$ cat config.mk
export PLATFORM = sky130hd
export DESIGN_NAME = lmm_monitor
export DESIGN_NICKNAME = d
export VERILOG_FILES = /design/src/lmm_pkg.sv /design/src/lmm_monitor.sv
export SDC_FILE = /design/constraint.sdc
export NUM_CORES = 1
export LEC_CHECK = 0
export BUFFER_PORTS_ARGS = -buffer_cell sky130_fd_sc_hd__buf_2
export CAP_MARGIN = 30
export CORE_MARGIN = 1.5
export CORE_UTILIZATION = 55
export DETAILED_ROUTE_END_ITERATION = 10
export PLACE_DENSITY_LB_ADDON = 0.2
export SYNTH_ARGS = -nofsm -noshare
export SYNTH_HDL_FRONTEND = slang
export SYNTH_SLANG_ARGS = --single-unit
$ cat constraint.sdc
create_clock -name clk -period 7.95 [get_ports clk]
set_clock_uncertainty 0.1 [all_clocks]
set_input_delay 0.3975 -clock clk [delete_from_list [all_inputs] [get_ports clk]]
set_output_delay 0.3975 -clock clk [all_outputs]
set_load 0.02 [all_outputs]
$ cat src/lmm_pkg.sv
// Constants, types and state layout of the life and maintenance monitor
// Contract
// - Every 10000 inrush activations lower inrush life 1%
// - Inrush life at 10% sets bit 3, alarm
// - Power-on, undervoltage, device reset count as activations
// - Control capacitor life falls with weighted energization time
// - Control capacitor life below 10% sets bit 0
// - Main capacitor life updates only on completed measurement
// - Measured main life at/below 85% sets bit 1
// - Measure codes 0,1,2,3,8,9; software writes 0/1 only
// - Request 1 measures at power-off, reports 3 later
// - Drive DC onto motor for 1 s
// - Early power return may leave state 2
// - Start or shutoff while measuring ends 8; a fault ends 9
// - Fan at/below 50% sets bit 2, indication
// - Any single slow fan raises fan fault
// - Count whole hours, save hourly, show 100 h units
// - Intervals shorter than one hour are discarded
// - Timer value saturates at 9998, never wraps
// - Writing 0 clears timer 1..9998; ignored at 0
// - Alarm at setpoint 0..9998; 9999 disables
// - Terminal code 95 high, 195 low drives alarm
// - Life alarm when any life condition reached
package lmm_pkg;
   localparam int CLK_KHZ = 40000;
   localparam int DC_INJECT_MS = 1000;
   localparam int DC_INJECT_CYC = DC_INJECT_MS * CLK_KHZ;
   localparam int SEC_MS = 1000;
   localparam int SEC_CYC = SEC_MS * CLK_KHZ;
   localparam logic [11:0] HOUR_SEC = 12'he10;
   localparam logic [6:0] HOURS_PER_UNIT = 7'h64;
   localparam logic [14:0] INRUSH_BLOCK = 15'h2710;
   localparam logic [7:0] PCT_FULL = 8'h64;
   localparam logic [7:0] INRUSH_ALARM_PCT = 8'h0a;
   localparam logic [7:0] CTRL_ALARM_PCT = 8'h0a;
   localparam logic [7:0] MAIN_ALARM_PCT = 8'h55;
   localparam int ST_CTRL = 0;
   localparam int ST_MAIN = 1;
   localparam int ST_FAN = 2;
   localparam int ST_INRUSH = 3;
   localparam logic [13:0] TMR_MAX = 14'h270e;
   localparam logic [13:0] TMR_OFF = 14'h270f;
   localparam logic [7:0] TERM_LIFE_POS = 8'h5a;
   localparam logic [7:0] TERM_LIFE_NEG = 8'hbe;
   localparam logic [7:0] TERM_MAINT_POS = 8'h5f;
   localparam logic [7:0] TERM_MAINT_NEG = 8'hc3;
   localparam logic [7:0] TERM_RESET = 8'h00;
   localparam logic [3:0] MS_IDLE = 4'h0;
   localparam logic [3:0] MS_REQ = 4'h1;
   localparam logic [3:0] MS_MEAS = 4'h2;
   localparam logic [3:0] MS_DONE = 4'h3;
   localparam logic [3:0] MS_FORCED = 4'h8;
   localparam logic [3:0] MS_ERROR = 4'h9;
   localparam logic [3:0] ADDR_STATUS = 4'h0;
   localparam logic [3:0] ADDR_INRUSH = 4'h1;
   localparam logic [3:0] ADDR_CTRL = 4'h2;
   localparam logic [3:0] ADDR_MAIN = 4'h3;
   localparam logic [3:0] ADDR_MEAS = 4'h4;
   localparam logic [3:0] ADDR_HOURS = 4'h5;
   localparam logic [3:0] ADDR_SETP = 4'h6;
   localparam logic [3:0] ADDR_TERM = 4'h7;
   localparam int FAN_COUNT = 2;
   localparam int PIN_PWRON = 0;
   localparam int PIN_UNDERV = 1;
   localparam int PIN_DEVRST = 2;
   localparam int PIN_MAINS = 3;
   localparam int PIN_START = 4;
   localparam int PIN_SHUTOFF = 5;
   localparam int PIN_FAN = 6;
   localparam int PIN_W = PIN_FAN + FAN_COUNT;

   typedef enum logic [5:0] {
      MST_IDLE = 6'h01,
      MST_REQ = 6'h02,
      MST_MEAS = 6'h04,
      MST_DONE = 6'h08,
      MST_FORCED = 6'h10,
      MST_ERROR = 6'h20
   } lmm_meas_t;

   typedef struct packed {
      logic wr;
      logic rd;
      logic [3:0] addr;
      logic [15:0] wdata;
   } lmm_req_t;

   typedef struct packed {
      logic [13:0] unit;
      logic [6:0] frac;
   } lmm_nvm_t;

   typedef struct packed {
      logic [PIN_W-1:0] sync1;
      logic [PIN_W-1:0] sync2;
      logic [PIN_W-1:0] prev;
      logic [13:0] blk;
      logic [7:0] inrush;
      logic [7:0] ctrl;
      logic [7:0] main;
      logic measured;
      lmm_meas_t ms;
      logic dc_on;
      logic [25:0] dc_cnt;
      logic [25:0] sec_cnt;
      logic [11:0] sec_in_hr;
      lmm_nvm_t tmr;
      logic [13:0] setp;
      logic [7:0] term_func;
      logic save;
      logic [3:0] status;
      logic life;
      logic maint;
      logic term;
      logic [15:0] rdata;
   } lmm_state_t;
endpackage : lmm_pkg

$ cat src/lmm_monitor.sv
// Life indicators, capacitor measurement sequencer and maintenance timer
//
// The implementer's own choices: the placing of the registers and the address-and-strobe port.
`timescale 1ns/1ps
module lmm_monitor
   import lmm_pkg::*;
#(
   parameter int DC_CYC = DC_INJECT_CYC,
   parameter int SEC_CYCLES = SEC_CYC
) (
   input wire logic clk,
   input wire logic rst,
   input wire lmm_req_t req,
   output logic [15:0] rdata,
   input wire logic [PIN_W-1:0] pins,
   input wire logic ctrl_cap_wear_tick,
   input wire logic meas_done,
   input wire logic [7:0] meas_pct,
   input wire logic meas_fault,
   input wire logic nvm_restore,
   input wire lmm_nvm_t nvm_in,
   output logic nvm_save,
   output lmm_nvm_t nvm_out,
   output logic dc_inject_out,
   output logic life_alarm_out,
   output logic maint_timer_alarm_out,
   output logic maint_due_indication,
   output logic fan_fault_indication,
   output logic alarm_terminal_out
);
   lmm_state_t s;
   lmm_state_t next_s;
   logic [PIN_W-1:0] rise;
   logic [1:0] inc;
   logic [14:0] sum;
   logic mains_fall;
   logic abort;
   logic fan_slow;
   logic [3:0] ms_code;

   always_comb begin
      case (s.ms)
         MST_IDLE: ms_code = MS_IDLE;
         MST_REQ: ms_code = MS_REQ;
         MST_MEAS: ms_code = MS_MEAS;
         MST_DONE: ms_code = MS_DONE;
         MST_FORCED: ms_code = MS_FORCED;
         MST_ERROR: ms_code = MS_ERROR;
         default: ms_code = MS_IDLE;
      endcase
   end

   always_comb begin
      next_s = s;
      next_s.sync1 = pins;
      next_s.sync2 = s.sync1;
      next_s.prev = s.sync2;
      next_s.save = 1'b0;
      rise = s.sync2 & ~s.prev;
      mains_fall = s.prev[PIN_MAINS] & ~s.sync2[PIN_MAINS];
      abort = s.sync2[PIN_START] | s.sync2[PIN_SHUTOFF];
      fan_slow = |s.sync2[PIN_FAN +: FAN_COUNT];

      inc = {1'b0, rise[PIN_PWRON]} + {1'b0, rise[PIN_UNDERV]} + {1'b0, rise[PIN_DEVRST]};
      sum = {1'b0, s.blk} + {13'h0000, inc};
      if (sum >= INRUSH_BLOCK) begin
         next_s.blk = 14'(sum - INRUSH_BLOCK);
         if (s.inrush != 8'h00) begin
            next_s.inrush = s.inrush - 8'h01;
         end
      end else begin
         next_s.blk = sum[13:0];
      end

      if (ctrl_cap_wear_tick && s.ctrl != 8'h00) begin
         next_s.ctrl = s.ctrl - 8'h01;
      end

      case (s.ms)
         MST_REQ: begin
            if (mains_fall) begin
               next_s.ms = MST_MEAS;
               next_s.dc_on = 1'b1;
               next_s.dc_cnt = 26'(DC_CYC - 1);
            end
         end
         MST_MEAS: begin
            if (s.dc_on) begin
               if (s.dc_cnt == 26'h0000000) begin
                  next_s.dc_on = 1'b0;
               end else begin
                  next_s.dc_cnt = s.dc_cnt - 26'h0000001;
               end
            end
            if (abort) begin
               next_s.ms = MST_FORCED;
               next_s.dc_on = 1'b0;
            end else if (meas_fault) begin
               next_s.ms = MST_ERROR;
               next_s.dc_on = 1'b0;
            end else if (meas_done) begin
               next_s.ms = MST_DONE;
               next_s.main = meas_pct;
               next_s.measured = 1'b1;
               next_s.dc_on = 1'b0;
            end
         end
         default: begin
         end
      endcase

      // software writes 0 or 1 only
      if (req.wr && req.addr == ADDR_MEAS) begin
         if (req.wdata == {12'h000, MS_IDLE}) begin
            next_s.ms = MST_IDLE;
            next_s.dc_on = 1'b0;
         end else if (req.wdata == {12'h000, MS_REQ}) begin
            next_s.ms = MST_REQ;
            next_s.dc_on = 1'b0;
         end
      end

      // partial hours never reach the counter
      if (s.sec_cnt == 26'(SEC_CYCLES - 1)) begin
         next_s.sec_cnt = 26'h0000000;
         if (s.sec_in_hr == HOUR_SEC - 12'h001) begin
            next_s.sec_in_hr = 12'h000;
            next_s.save = 1'b1;
            if (s.tmr.frac == HOURS_PER_UNIT - 7'h01) begin
               next_s.tmr.frac = 7'h00;
               if (s.tmr.unit < TMR_MAX) begin
                  next_s.tmr.unit = s.tmr.unit + 14'h0001;
               end
            end else begin
               next_s.tmr.frac = s.tmr.frac + 7'h01;
            end
         end else begin
            next_s.sec_in_hr = s.sec_in_hr + 12'h001;
         end
      end else begin
         next_s.sec_cnt = s.sec_cnt + 26'h0000001;
      end

      if (nvm_restore) begin
         next_s.tmr = nvm_in;
      end

      if (req.wr && req.addr == ADDR_HOURS && req.wdata == 16'h0000 &&
          s.tmr.unit != 14'h0000 && s.tmr.unit <= TMR_MAX) begin
         next_s.tmr.unit = 14'h0000;
         next_s.tmr.frac = 7'h00;
      end

      if (req.wr && req.addr == ADDR_SETP && req.wdata <= {2'b00, TMR_OFF}) begin
         next_s.setp = req.wdata[13:0];
      end
      if (req.wr && req.addr == ADDR_TERM) begin
         next_s.term_func = req.wdata[7:0];
      end

      next_s.status[ST_INRUSH] = next_s.inrush <= INRUSH_ALARM_PCT;
      next_s.status[ST_CTRL] = next_s.ctrl < CTRL_ALARM_PCT;
      next_s.status[ST_MAIN] = next_s.measured && next_s.main <= MAIN_ALARM_PCT;
      next_s.status[ST_FAN] = fan_slow;
      next_s.life = |next_s.status;
      next_s.maint = next_s.setp != TMR_OFF && next_s.tmr.unit >= next_s.setp;

      case (next_s.term_func)
         TERM_LIFE_POS: next_s.term = next_s.life;
         TERM_LIFE_NEG: next_s.term = ~next_s.life;
         TERM_MAINT_POS: next_s.term = next_s.maint;
         TERM_MAINT_NEG: next_s.term = ~next_s.maint;
         default: next_s.term = 1'b0;
      endcase

      next_s.rdata = 16'h0000;
      if (req.rd) begin
         case (req.addr)
            ADDR_STATUS: next_s.rdata = {12'h000, s.status};
            ADDR_INRUSH: next_s.rdata = {8'h00, s.inrush};
            ADDR_CTRL: next_s.rdata = {8'h00, s.ctrl};
            ADDR_MAIN: next_s.rdata = {8'h00, s.main};
            ADDR_MEAS: next_s.rdata = {12'h000, ms_code};
            ADDR_HOURS: next_s.rdata = {2'b00, s.tmr.unit};
            ADDR_SETP: next_s.rdata = {2'b00, s.setp};
            ADDR_TERM: next_s.rdata = {8'h00, s.term_func};
            default: next_s.rdata = 16'h0000;
         endcase
      end
   end

   always_ff @(posedge clk or posedge rst) begin
      if (rst) begin
         s <= '{inrush: PCT_FULL, ctrl: PCT_FULL, main: PCT_FULL, setp: TMR_OFF,
                ms: MST_IDLE, term_func: TERM_RESET, default: '0};
      end else begin
         s <= next_s;
      end
   end

   assign rdata = s.rdata;
   assign nvm_save = s.save;
   assign nvm_out = s.tmr;
   assign dc_inject_out = s.dc_on;
   assign life_alarm_out = s.life;
   assign maint_timer_alarm_out = s.maint;
   assign maint_due_indication = s.maint;
   assign fan_fault_indication = s.status[ST_FAN];
   assign alarm_terminal_out = s.term;
endmodule : lmm_monitor

### Word-level counts from Yosys, hierarchy flattened

Cells that the tools add are included.

* add/sub/neg operators: 11
* $lt $le $gt $ge: 8
* equality and inequality tests: 24
* mux-type cells: 35
* bitwise operators: 7
* reductions and logical operators: 24

Operator list (count)
* one-hot mux 14 bit (8 select lines): 1
* two-way mux 21 bit: 4
* two-way mux 14 bit: 5
* one-hot mux 33 bit (2 select lines): 1
* two-way mux 26 bit: 2
* two-way mux 7 bit: 6
* two-way mux 33 bit: 1
* two-way mux 8 bit: 4
* two-way mux 27 bit: 1
* two-way mux 9 bit: 3
* adder 26 x 1 -> 26 bit (second input constant): 1
* equality test 26 bit (second input constant): 1
* logical NOT 26 bit: 1
* subtractor 26 x 1 -> 26 bit (second input constant): 1
* one-hot mux 4 bit (5 select lines): 1
* equality test 16 x 1 -> 1 bit (second input constant): 1
* equality test 4 x 3 -> 1 bit (second input constant): 4
* equality test 8 x 7 -> 1 bit (second input constant): 2
* equality test 8 bit (second input constant): 2
* <= comparator 16 x 14 -> 1 bit (second input constant): 1
* logical NOT 16 bit: 1
* two-way mux 16 bit: 1
* nonzero test 8 bit: 2
* subtractor 8 x 1 -> 8 bit (second input constant): 2
* 42 further kinds: 60

* register bits: 197
* input port bits: 65
* output and inout bits: 44
* word-level logic and storage cells: 132

### Logic depth before layout (Yosys ltp)

* depth in word-level cells: 12
* mapped depth: 23
* gate-level depth less buffers: 22

### Worst setup path before layout

No wires, ideal clock.

* path type: reg2reg
* from: register s[179] in the netlist's numbering
* to: register s (netlist bit alarm_terminal_out)
* setup time: 0.128 ns
* arrival: 4.454 ns
* slack: 3.269 ns
* cell stages (with the launch flop): 22
* period minus slack after synthesis: 4.681 ns
* cells stage by stage: dfrtp_1 > nand2b_1 > fa_1 > inv_1 > ha_1 > inv_1 > fa_1 > buf_2 > and3b_1 > xnor2_1 > inv_1 > ha_1 > nor4b_1 > o211ai_1 > a211o_1 > and2_4 > buf_8 > nor4_1 > mux2_4 > o41ai_4 > mux2i_1 > o22ai_1

RTL lines
* start, declared: line lmm_monitor.sv:31 `lmm_state_t s;`
* start signal, assigned: line lmm_monitor.sv:194 `s <= '{inrush: PCT_FULL, ctrl: PCT_FULL, main: PCT_FULL, setp: TMR_OFF,`
* start signal, assigned: line lmm_monitor.sv:197 `s <= next_s;`

==> impl_metrics.env <==
export IMPL_synth_avg_cell_area_sq_um=9.42
export IMPL_reg2reg_to="alarm_terminal_out"
export IMPL_ys_top_cells_by_area="dfrtp_1 (41%), nor2_1 (4.7%), dfstp_2 (4.4%), a21oi_1 (3.8%), ha_1 (3.4%)"
export IMPL_cts_buffers=17
export IMPL_seq_area_sq_mm=0.00490
export IMPL_slew_violations=0
export IMPL_yosysSeqAreaShare_pct=45.7
export IMPL_clk_latency_ns=0.44
export IMPL_critPathLaunchType="flop"
export IMPL_grt_max_degree=120
export IMPL_timing_final_ws_setup_ns=2.86
export IMPL_dpl_cell_area_sq_mm=0.0112
export IMPL_layout_common_cells="dfrtp_1 (177), nor2_1 (133), buf_2 (106)"
export IMPL_cts_num_sinks=195
export IMPL_power_density_mw_per_mm2=197
export IMPL_core_area_sq_mm=0.0189
export IMPL_clk_path_buf_depth=2
export IMPL_ys_types=77
export IMPL_grt_pass1_vias=7943
export IMPL_track_usage_pct=25.3
export IMPL_dieArea_sq_mm=0.0204
export IMPL_die_height_um=143
export IMPL_synth_ff_type="dfrtp_1"
export IMPL_post_route_util_pct=63.1
export IMPL_synth_edf_count=0
export IMPL_ios=109
export IMPL_vias_per_cell=5.75
export IMPL_reg2reg_depth=19
export IMPL_yosys_area_share_simple_pct=22.0
export IMPL_slew_headroom_pct=31.3
export IMPL_h_tree_depth=4
export IMPL_setup_viol_count_final=0
export IMPL_status="complete, no violations"
export IMPL_dp_slack_ns=2.88
export IMPL_crit_arrival_ns=5.31
export IMPL_gp_congestion=0.897
export IMPL_p_leak_nw=5.56
export IMPL_io_buffers=106
export IMPL_diodes=0
export IMPL_worst_pin_slew_ns=1.03
export IMPL_multi_input_area_sq_mm=0.00518
export IMPL_fin_crit_ns=5.09
export IMPL_post_cts_setup_buffer_count=0
export IMPL_fin_setup_tns_ns=0
export IMPL_first_pass_iters=5
export IMPL_drcViolationCount=0
export IMPL_fmax_ghz=0.196
export IMPL_synth_top_family_by_area="simple AND/OR/NAND/NOR gates"
export IMPL_critPathKind="reg2reg"
export IMPL_area_delta_synth_final_pct=11.0
export IMPL_syn_area_sq_mm=0.0107
export IMPL_rsz0062_at_grt="no"
export IMPL_async_reset_ff_share_pct=100
export IMPL_vdd_ir_drop_max_uv=152
export IMPL_cap_viol_max_count=0
export IMPL_fin_crit_sh_pct=64.0
export IMPL_synth_compound_area_share_pct=11.3
export IMPL_hold_viol_final=0
export IMPL_fill_cells=1628
export IMPL_synth_xor_area_share_pct=6.12
export IMPL_ys_warn_count=0
export IMPL_cp_required_ns=8.17
export IMPL_synthMuxAreaShare_pct=4.94
export IMPL_ys_seq_elements=195
export IMPL_rows=50
export IMPL_clk_pin_slew_worst_paths_ns=0.08
export IMPL_grt_pass1_wl_mm=40.1
export IMPL_cts_tree="built"
export IMPL_wl_per_cell_um=16.7
export IMPL_drt_total_wl_mm=24.7
export IMPL_hpwl_mm=17.8
export IMPL_hold_class="in2async"
export IMPL_cts_root_buf="clkbuf_16"
export IMPL_drive_gt1_share_pct=16.8
export IMPL_final_common_cell="dfrtp_1"
export IMPL_ant_nets=0
export IMPL_die_w_um=143
export IMPL_synthAdderAreaFrac_pct=3.76
export IMPL_reg2reg_from="s[179]"
export IMPL_num_nets_final=1303
export IMPL_fin_hold_ws_ns=0.00739
export IMPL_antenna_found_initial=0
export IMPL_endpoint_kind="flop"
export IMPL_overflow=0
export IMPL_design_area_sq_mm=0.0119
export IMPL_post_synth_top_area_cell="dfrtp_1"
export IMPL_drtIter0Drc=682
export IMPL_cp_max_fo=11
export IMPL_postSynthCellCount=1139
export IMPL_synth_top_area_share_pct=41.3
export IMPL_initial_core_util_pct=56.8
export IMPL_vias=8506
export IMPL_rrSetupSlack_ns=2.86
==> cell type report <==
class | count | area share [%]
Clock inverter | 15 | 1.55
Sequential cell | 195 | 41.1
Tap cell | 260 | 2.73
Timing Repair Buffer | 121 | 5.73
Clock buffer | 17 | 3.57
Multi-Input combinational cell | 817 | 43.5
Inverter | 55 | 1.80
==> timing repair <==
item                                   CTS  global route
hold buffers                             8             0
gates resized for setup                  0             0
endpoints found under the hold margin    8             0
==> how the worst max path moves through the flow <==
stage	startpoint	endpoint	slack, ns	cells after the start
after detailed placement	s[179]	alarm_terminal_out	2.88	19
after global routing	s[67]	alarm_terminal_out	2.42	22
final	s[179]	alarm_terminal_out	2.86	19
after floorplan	rst	alarm_terminal_out	2.17	1
after global placement	s[179]	alarm_terminal_out	3.06	19
after CTS	s[179]	alarm_terminal_out	2.86	19
==> critical path: stages (launching register included) <==
cell and delay, ns:
dfrtp_1 0.35, nand2b_1 0.15, fa_1 0.44, inv_1 0.07, ha_1 0.21, inv_1 0.07, fa_1 0.52, and3b_1 0.30
xnor2_1 0.09, inv_1 0.10, ha_1 0.15, nor4b_1 0.31, o211ai_1 0.15, a211o_1 0.34, and2_4 0.19, nor4b_1 0.27
mux2_2 0.42, o41ai_4 0.42, mux2i_1 0.22, o22ai_1 0.09
==> synth_stat cells, types with 5 or more instances <==
| master | number |
|---|---|
| nor3_1 | 37 |
| nor2_1 | 133 |
| inv_1 | 54 |
| xor2_1 | 38 |
| mux2_2 | 20 |
| nor3b_1 | 5 |
| ha_1 | 29 |
| clkbuf_1 | 22 |
| xnor2_1 | 37 |
| nor2b_1 | 10 |
| nor4_1 | 16 |
| o21ai_0 | 44 |
| a22oi_1 | 11 |
| nand4_1 | 29 |
| dfrtp_1 | 177 |
| a21oi_1 | 81 |
| and3_1 | 19 |
| mux2i_1 | 29 |
| buf_2 | 7 |
| dfstp_2 | 18 |
| nand3_1 | 38 |
| nand3b_1 | 5 |
| or3_1 | 17 |
| a31oi_1 | 12 |
| buf_4 | 42 |
| a221oi_1 | 5 |
| a21o_1 | 6 |
| or2_2 | 5 |
| nand2b_1 | 12 |
| nand2_1 | 96 |
| nor4b_1 | 11 |
==> metal layers <==
layer	part of all wire (%)	GRT usage (%)
met5	0	0
met1	46	36.5
met4	2.1	8.46
met3	5.8	5.10
met2	46	38.2
==> registers in the layout, summed over array words and instances (netlist names) <==
| register | count |
|---|---|
| s | 138 |
| nvm_out | 21 |
| next_s | 16 |
| rdata | 14 |
| alarm_terminal_out | 1 |
| dc_inject_out | 1 |
| fan_fault_indication | 1 |
| life_alarm_out | 1 |
| maint_due_indication | 1 |
| nvm_save | 1 |
==> metrics by stage <==
stage	power [mW]	cells
after floorplan	1.38	1140
after global placement	1.47	1439
after detailed placement	1.48	1439
after CTS	2.36	1479
after global routing	2.46	1480
final	2.35	1480
==> where the power goes <==
part           switching (mW)  internal, mW  leakage (nW)
Clock                   0.429         0.454         0.293
Combinational           0.213         0.135          2.78
Sequential             0.0741          1.05          2.49
==> cells by family after synthesis <==
group	count (synthesis)
xor+xnor	75
other cells	1
fa+ha+maj	31
mux	50
simple gates	460
buf+inv	128
compound gates	199
flops	195
Power figures use the tool's default switching activity.
